**src/verilog/cpsd_pkg.sv**
```systemverilog
// package: constants for the coprocessor-space access decode
package cpsd_pkg;
    localparam logic [2:0]  CPSD_SPACE_CPU      = 3'h7;
    localparam logic [2:0]  CPSD_SPACE_UDATA    = 3'h1;
    localparam logic [3:0]  CPSD_TYPE_IACK      = 4'hF;
    localparam logic [3:0]  CPSD_TYPE_BKPT      = 4'h0;
    localparam logic [3:0]  CPSD_TYPE_MODULE    = 4'h1;
    localparam logic [3:0]  CPSD_TYPE_COPROC    = 4'h2;
    localparam int          CPSD_TYPE_LSB       = 16;
    localparam int          CPSD_SEL_LSB        = 13;
    localparam int          CPSD_OPW_SEL_LSB    = 9;
    localparam int          CPSD_OPW_CAT_LSB    = 6;
    // interface register offsets inside the coprocessor region
    localparam logic [4:0]  CPSD_REG_RESPONSE   = 5'h00;
    localparam logic [4:0]  CPSD_REG_SAVE       = 5'h04;
    localparam logic [4:0]  CPSD_REG_RESTORE    = 5'h06;
    localparam logic [4:0]  CPSD_REG_COMMAND    = 5'h0A;
    localparam logic [4:0]  CPSD_REG_CONDITION  = 5'h0E;
    localparam logic [4:0]  CPSD_REG_OPERAND    = 5'h10;
    // instruction categories from operation word bits 8..6
    localparam logic [2:0]  CPSD_CAT_GENERAL    = 3'h0;
    localparam logic [2:0]  CPSD_CAT_COND       = 3'h1;
    localparam logic [2:0]  CPSD_CAT_SAVE       = 3'h4;
    localparam logic [2:0]  CPSD_CAT_RESTORE    = 3'h5;
    localparam logic [15:0] CPSD_RESP_RELEASE   = 16'h0802;
    localparam logic [15:0] CPSD_RESP_RESET     = 16'h0802;
    localparam logic [2:0]  CPSD_SEL_DEFAULT    = 3'h1;
endpackage

```
**src/verilog/cpsd_bus_if.sv**
```systemverilog
// interface: asynchronous processor bus between processor and coprocessor
`timescale 1ns/1ps
`default_nettype none
interface cpsd_bus_if;
    logic [31:0] addr;
    logic [2:0]  access_space_code;
    logic        as_n;
    logic        rw;
    logic [31:0] wdata;
    logic [31:0] rdata;
    logic        dsack_n;
    modport proc (output addr, access_space_code, as_n, rw, wdata, input rdata, dsack_n);
    modport copr (input addr, access_space_code, as_n, rw, wdata, output rdata, dsack_n);
endinterface
`default_nettype wire

```
**src/verilog/cpsd_proc_end.sv**
```systemverilog
// module: processor end, issues coprocessor and operand bus cycles
//
// Behaviour
// RULE_01: coprocessor cycles drive space code 111
// RULE_02: processor-space cycle type sits on A19..A16
// RULE_03: coprocessor access uses type 0010
// RULE_04: select code from opword 11..9 onto A15..A13
// RULE_05: all other address bits driven zero
// RULE_06: coprocessor decodes space code and A19..A13
// RULE_07: eight select codes, each unique per coprocessor
// RULE_08: A4..A0 select the interface register
// RULE_09: asynchronous handshake, strobe held until acknowledge
// RULE_10: operand out: read register, write memory
// RULE_11: operand in: read memory, write register
// RULE_12: bus-master coprocessor still slaves for processor
// RULE_13: four categories pick the starting register
// RULE_14: general/conditional status by response primitives
// RULE_15: save/restore status by format codes
// RULE_16: register set starts instructions, carries operands
// RULE_17: never issue select code zero
// RULE_18: general: write command, then read response
// RULE_19: coprocessor ignores other types and codes
`timescale 1ns/1ps
`default_nettype none
module cpsd_proc_end
    import cpsd_pkg::*;
(
    input  wire logic        clk,
    input  wire logic        rst_n,
    cpsd_bus_if.proc         bus,
    input  wire logic        start,
    input  wire logic [1:0]  op,
    input  wire logic [15:0] opword,
    input  wire logic [15:0] cmd_word,
    input  wire logic [31:0] ea_addr,
    input  wire logic [2:0]  ea_space,
    input  wire logic [31:0] ea_wdata,
    output logic             busy,
    output logic             done,
    output logic             err,
    output logic [31:0]      result
);
    // op: 0 start instruction, 1 operand out, 2 operand in
    typedef enum logic [2:0] {
        S_IDLE  = 3'b000,
        S_CYC1  = 3'b001,
        S_WAIT1 = 3'b010,
        S_CYC2  = 3'b011,
        S_WAIT2 = 3'b100,
        S_DONE  = 3'b101
    } cpsd_state_t;

    cpsd_state_t  state_reg;
    logic [1:0]   op_reg;
    logic [2:0]   sel_reg;
    logic [4:0]   reg1_reg;
    logic [4:0]   reg2_reg;
    logic [15:0]  cmd_reg;
    logic [31:0]  ea_reg;
    logic [2:0]   eas_reg;
    logic [31:0]  data_reg;
    logic [2:0]   cat;
    logic [4:0]   first_reg_next;

    // ========================================
    // category decode
    assign cat = opword[CPSD_OPW_CAT_LSB +: 3];

    always_comb
    begin
        case (cat) // see RULE_13
            CPSD_CAT_GENERAL: first_reg_next = CPSD_REG_COMMAND;   // see RULE_18
            CPSD_CAT_COND:    first_reg_next = CPSD_REG_CONDITION;
            CPSD_CAT_SAVE:    first_reg_next = CPSD_REG_SAVE;
            CPSD_CAT_RESTORE: first_reg_next = CPSD_REG_RESTORE;
            default:          first_reg_next = CPSD_REG_COMMAND;
        endcase
    end

    // builds a coprocessor-space address
    function automatic logic [31:0] cp_addr(input logic [2:0] sel, input logic [4:0] r);
        logic [31:0] a;
        a = 32'h0000_0000; // see RULE_05
        a[CPSD_TYPE_LSB +: 4] = CPSD_TYPE_COPROC; // see RULE_02, RULE_03
        a[CPSD_SEL_LSB +: 3] = sel; // see RULE_04
        a[4:0] = r; // see RULE_08
        return a;
    endfunction

    // ========================================
    // sequencer
    always_ff @(posedge clk)
    begin
        if (!rst_n)
        begin
            state_reg <= S_IDLE;
            op_reg    <= 2'h0;
            sel_reg   <= 3'h0;
            reg1_reg  <= 5'h00;
            reg2_reg  <= 5'h00;
            cmd_reg   <= 16'h0000;
            ea_reg    <= 32'h0000_0000;
            eas_reg   <= 3'h0;
            data_reg  <= 32'h0000_0000;
            busy      <= 1'b0;
            done      <= 1'b0;
            err       <= 1'b0;
            result    <= 32'h0000_0000;
            bus.addr  <= 32'h0000_0000;
            bus.access_space_code <= 3'h0;
            bus.as_n  <= 1'b1;
            bus.rw    <= 1'b1;
            bus.wdata <= 32'h0000_0000;
        end
        else
        begin
            done <= 1'b0;
            case (state_reg)
                S_IDLE:
                begin
                    err <= 1'b0;
                    if (start)
                    begin
                        if (opword[CPSD_OPW_SEL_LSB +: 3] == 3'h0 || op == 2'h3)
                        begin
                            err  <= 1'b1; // see RULE_17
                            done <= 1'b1;
                        end
                        else
                        begin
                            op_reg   <= op;
                            sel_reg  <= opword[CPSD_OPW_SEL_LSB +: 3];
                            reg1_reg <= (op == 2'h0) ? first_reg_next : CPSD_REG_OPERAND;
                            reg2_reg <= CPSD_REG_RESPONSE;
                            cmd_reg  <= cmd_word;
                            ea_reg   <= ea_addr;
                            eas_reg  <= ea_space;
                            data_reg <= ea_wdata;
                            busy     <= 1'b1;
                            state_reg <= S_CYC1;
                        end
                    end
                end
                S_CYC1:
                begin
                    bus.as_n <= 1'b0;
                    if (op_reg == 2'h2)
                    begin
                        // operand in: memory read first, see RULE_11
                        bus.addr <= ea_reg;
                        bus.access_space_code <= eas_reg;
                        bus.rw   <= 1'b1;
                    end
                    else
                    begin
                        bus.addr <= cp_addr(sel_reg, reg1_reg); // see RULE_16
                        bus.access_space_code <= CPSD_SPACE_CPU; // see RULE_01
                        bus.rw   <= (op_reg == 2'h1); // see RULE_10
                        bus.wdata <= {cmd_reg, 16'h0000};
                    end
                    state_reg <= S_WAIT1;
                end
                S_WAIT1:
                begin
                    if (!bus.dsack_n) // see RULE_09
                    begin
                        bus.as_n <= 1'b1;
                        if (op_reg != 2'h0)
                            data_reg <= bus.rdata;
                        state_reg <= S_CYC2;
                    end
                end
                S_CYC2:
                begin
                    if (bus.dsack_n)
                    begin
                        bus.as_n <= 1'b0;
                        bus.wdata <= data_reg;
                        if (op_reg == 2'h1)
                        begin
                            bus.addr <= ea_reg; // see RULE_10
                            bus.access_space_code <= eas_reg;
                            bus.rw   <= 1'b0;
                        end
                        else
                        begin
                            bus.addr <= cp_addr(sel_reg,
                                (op_reg == 2'h2) ? CPSD_REG_OPERAND : reg2_reg); // see RULE_11
                            bus.access_space_code <= CPSD_SPACE_CPU;
                            bus.rw   <= (op_reg == 2'h0); // see RULE_18
                        end
                        state_reg <= S_WAIT2;
                    end
                end
                S_WAIT2:
                begin
                    if (!bus.dsack_n)
                    begin
                        bus.as_n <= 1'b1;
                        if (op_reg == 2'h0)
                            result <= bus.rdata; // see RULE_14, RULE_15
                        else
                            result <= data_reg;
                        state_reg <= S_DONE;
                    end
                end
                S_DONE:
                begin
                    if (bus.dsack_n)
                    begin
                        busy <= 1'b0;
                        done <= 1'b1;
                        bus.addr <= 32'h0000_0000;
                        bus.access_space_code <= 3'h0;
                        bus.rw <= 1'b1;
                        state_reg <= S_IDLE;
                    end
                end
                default: state_reg <= S_IDLE;
            endcase
        end
    end
endmodule // cpsd_proc_end
`default_nettype wire

```
**src/flat_wrapper.sv**
```systemverilog
// flat-port wrapper written by rule: the top's interface ports become plain ports
module cpsd_proc_end_flat import cpsd_pkg::*;
  (clk, rst_n, start, op, opword, cmd_word, ea_addr, ea_space, ea_wdata, busy, done, err, result, bus_addr, bus_access_space_code, bus_as_n, bus_rw, bus_wdata, bus_rdata, bus_dsack_n);
  cpsd_bus_if bus_i ();
  input  wire logic clk;
  input  wire logic rst_n;
  input  wire logic start;
  input  wire logic [1:0] op;
  input  wire logic [15:0] opword;
  input  wire logic [15:0] cmd_word;
  input  wire logic [31:0] ea_addr;
  input  wire logic [2:0] ea_space;
  input  wire logic [31:0] ea_wdata;
  output logic busy;
  output logic done;
  output logic err;
  output logic [31:0] result;
  output wire logic [$bits(bus_i.addr)-1:0] bus_addr;
  output wire logic [$bits(bus_i.access_space_code)-1:0] bus_access_space_code;
  output wire logic [$bits(bus_i.as_n)-1:0] bus_as_n;
  output wire logic [$bits(bus_i.rw)-1:0] bus_rw;
  output wire logic [$bits(bus_i.wdata)-1:0] bus_wdata;
  input wire logic [$bits(bus_i.rdata)-1:0] bus_rdata;
  input wire logic [$bits(bus_i.dsack_n)-1:0] bus_dsack_n;
  assign bus_addr = bus_i.addr;
  assign bus_access_space_code = bus_i.access_space_code;
  assign bus_as_n = bus_i.as_n;
  assign bus_rw = bus_i.rw;
  assign bus_wdata = bus_i.wdata;
  assign bus_i.rdata = bus_rdata;
  assign bus_i.dsack_n = bus_dsack_n;
  cpsd_proc_end u_core (.clk(clk), .rst_n(rst_n), .bus(bus_i), .start(start), .op(op), .opword(opword), .cmd_word(cmd_word), .ea_addr(ea_addr), .ea_space(ea_space), .ea_wdata(ea_wdata), .busy(busy), .done(done), .err(err), .result(result));
endmodule
```
**config.mk**
```make
export PLATFORM = sky130hd
export DESIGN_NAME = cpsd_proc_end_flat
export DESIGN_NICKNAME = d
export VERILOG_FILES = /design/src/verilog/cpsd_pkg.sv /design/src/verilog/cpsd_bus_if.sv /design/src/verilog/cpsd_proc_end.sv /design/src/flat_wrapper.sv
export SDC_FILE = /design/constraint.sdc
export NUM_CORES = 1
export LEC_CHECK = 0
export BUFFER_PORTS_ARGS = -buffer_cell sky130_fd_sc_hd__buf_2
export CORE_ASPECT_RATIO = 0.9
export CORE_MARGIN = 5
export CORE_UTILIZATION = 52
export CTS_CLUSTER_DIAMETER = 150
export DETAILED_ROUTE_END_ITERATION = 8
export PLACE_DENSITY = 0.79
export SYNTH_ARGS = -nofsm -noshare
export SYNTH_HDL_FRONTEND = slang
export SYNTH_SLANG_ARGS = --single-unit
```
**constraint.sdc**
```tcl
create_clock -name clk -period 2.6 [get_ports clk]
set_clock_uncertainty 0.2 [all_clocks]
set_input_delay 0 -clock clk [delete_from_list [all_inputs] [get_ports clk]]
set_output_delay 0 -clock clk [all_outputs]
set_load 0.005 [all_outputs]
```
==> results.yml <==
timing:
  fin_crit_ns: 2.47
  worst_slew_pin_slew_ns: 0.744
  fin_setup_tns_ns: 0
  drv_slew: 0
  hold_slack_ns: 0.148
  rsz0062_at_grt: "false"
  setup_viol: 0
  maxSlewHeadroom_pct: 50.4
  max_freq_mhz: 404
  hold_viol: 0
  period_share_pct: 95.1
global_route:
  grt_usage_pct: 27.7
  gr-usage-met3_pct: 6.83
  antenna_found_initial: 1
  grt_max_degree: 72
  grt.met1_usage_pct: 33.7
  grt_pass1_wl_mm: 40.5
  grt_overflow: 0
  grt_pass1_vias: 8091
  grt_use_met2_pct: 45.3
  gr-max-usage-layer: "met2"
synth:
  synth_simple_gate_area_share_pct: 16.5
  synth_cell_types: 52
  ys.warnings.count: 0
  netlist_instances: 898
  synth_top_family_by_area: "compound AO/OA/AOI/OAI gates"
  synth-edff-count: 0
  synth_area_sq_um: 8070
  synth_nets: 1039
  synth_seq_cells: 199
  ys.flop_type: "dfxtp_1"
  synthAdderAreaFrac_pct: 0.620
  muxShareOfSynthArea_pct: 4.09
  async_reset_ff_share_pct: 0
  yosysSeqAreaShare_pct: 49.4
  synth-compound-area-share_pct: 23.7
  synth_xor_area_share_pct: 0.109
  avgSynthCellArea_sq_um: 8.99
hold_path:
  min_from: "ea_addr[22]"
  hp-class: "input pin to register"
clocking:
  postCtsSetupBuffers: 0
  cts.sinks: 199
  cts_tree: "built"
  clkTransAtPathRegs_ns: 0.07
  cts_buffer_depth: 2
  insertion_delay_ns: 0.43
  cts-root-buf: "clkbuf_16"
  htree_num_levels: 4
  numCtsBuffers: 17
layout:
  final_common_cell: "buf_2"
  layout_common_cells: "230 x buf_2, 199 x dfxtp_1, 178 x nand2_1"
  area_delta_synth_final_pct: 39.7
  nets: 1368
  drive_gt1_share_pct: 26.2
floorplanning:
  dieWidth_um: 141
  dieArea_sq_um: 18100
  start_util_pct: 52.6
  core_area_sq_um: 15300
  num_rows: 43
  dieHeight_um: 128
  pin_count: 241
power:
  vdd_ir_drop_max_v: 0.000492
  p_per_area_nw_per_um2: 619
  leakage_nw: 4.97
routing:
  num_vias: 8152
  viasPerCell: 5.63
  wirelength_mm: 25.6
  drc: 0
  drt-wirelength-per-cell_um: 17.7
  drt_iter0_drc: 633
  dr.pass1.iters: 5
  final_antenna_net_count: 0
worst_setup_path:
  worstPathMaxFanout: 32
  crit_path_start: "u_core.state_reg[2]"
  criticalPathCategory: "register to register"
  endpoint_kind: "register"
  cp.required_ns: 2.72
  r2r_slack_ns: 0.13
  cp.arrival_ns: 2.59
  r2r_start: "u_core.state_reg[2]"
  cp-start-kind: "register"
run_status:
  status: "completed"
placement:
  gp_congestion: 0.839
  numPortBuffers: 230
  place_hpwl_mm: 15.2
run:
  cap_violations: 0
## per-layer routing
layer  part of all wire, %  routed length (um)  up-vias
li1                      -                   -     3860
met1                    40               10200     3812
met2                    48               12400      390
met3                   7.5                1930       90
met4                   4.4                1130        0
met5                     0                   0        -
## layout make-up
type | instances | area (sq um)
diodes | 6 | 15.0
clock buffers | 24 | 482
clock inverters | 7 | 71.3
fillers | 1075 | 4060
inverters | 8 | 32.5
multi-input cells | 610 | 3650
flip-flops and latches | 199 | 3980
well taps | 202 | 253
repair buffers | 391 | 2790
## kinds of logic after synthesis
kind of cell / Yosys count
and+or+nand+nor: 312
AOI/OAI and AO/OA: 260
DFF: 199
buffers and inverters: 89
muxes: 33
adders and majority gates: 4
xor gates and xnor gates: 1
## cells in the mapped netlist (4+ instances only)
cell type  number  share of area [%]
a311oi_1       16                1.7
dfxtp_1       199                 49
nand3b_1        4               0.37
nand2_1       178                8.3
clkbuf_1       28                1.3
inv_1           7               0.33
o211a_1        15                1.9
o21a_1         33                3.1
buf_2          36                2.2
o21ai_0        11               0.68
mux2i_1        33                4.1
ha_1            4               0.62
a221oi_1        4               0.43
o221a_1         5               0.70
nand2b_1        5               0.39
buf_4          14                1.3
a211oi_1       19                1.8
a21oi_1        90                5.6
nor2_1         61                2.8
a22oi_1        19                1.8
o221a_2        31                4.3
nand3_1        47                2.9
## what timing repair did
action	4_1_cts	5_1_grt
resized for setup	0	0
hold endpoints to repair	139	0
hold buffers	137	0
setup endpoints to repair	0	8
## path summary, 6_finish.rpt
check                        end  cells after the start
min            u_core.ea_reg[22]                      4
max reg2reg  u_core.data_reg[14]                      7
max          u_core.data_reg[14]                      7
min reg2reg   u_core.reg1_reg[3]                      2
## critical path, cell delays in order (launching register included)
cell	delay (ns)
dfxtp_1	0.32
buf_4	0.20
nor3_4	0.21
nand4_4	0.21
buf_12	0.24
o221a_2	0.29
dlygate4sd3_1	0.57
o21a_1	0.12
## per-stage QoR
stage | power (mW) | setup slack, ns | util, % | area (sq um) | std cells
finish | 6.98 | 0.127 | 73.5 | 11300 | 1447
global route | 7.28 | 0.0156 | 73.4 | 11300 | 1442
CTS | 6.98 | 0.0937 | 73.4 | 11300 | 1441
detailed placement | 4.35 | 0.366 | 60.9 | 9340 | 1273
global placement | 4.33 | 0.440 | 60.9 | 9340 | 1273
floorplan | 4.00 | 0.762 | - | 8070 | 898
## report_power, final
group | leakage (nW) | internal, mW | total [mW] | switching [mW]
sequential | 1.62 | 3.22 | 3.34 | 0.118
clock | 0.262 | 1.39 | 2.49 | 1.10
combinational | 3.09 | 0.546 | 1.14 | 0.597
(Power assumes the default switching activity.)
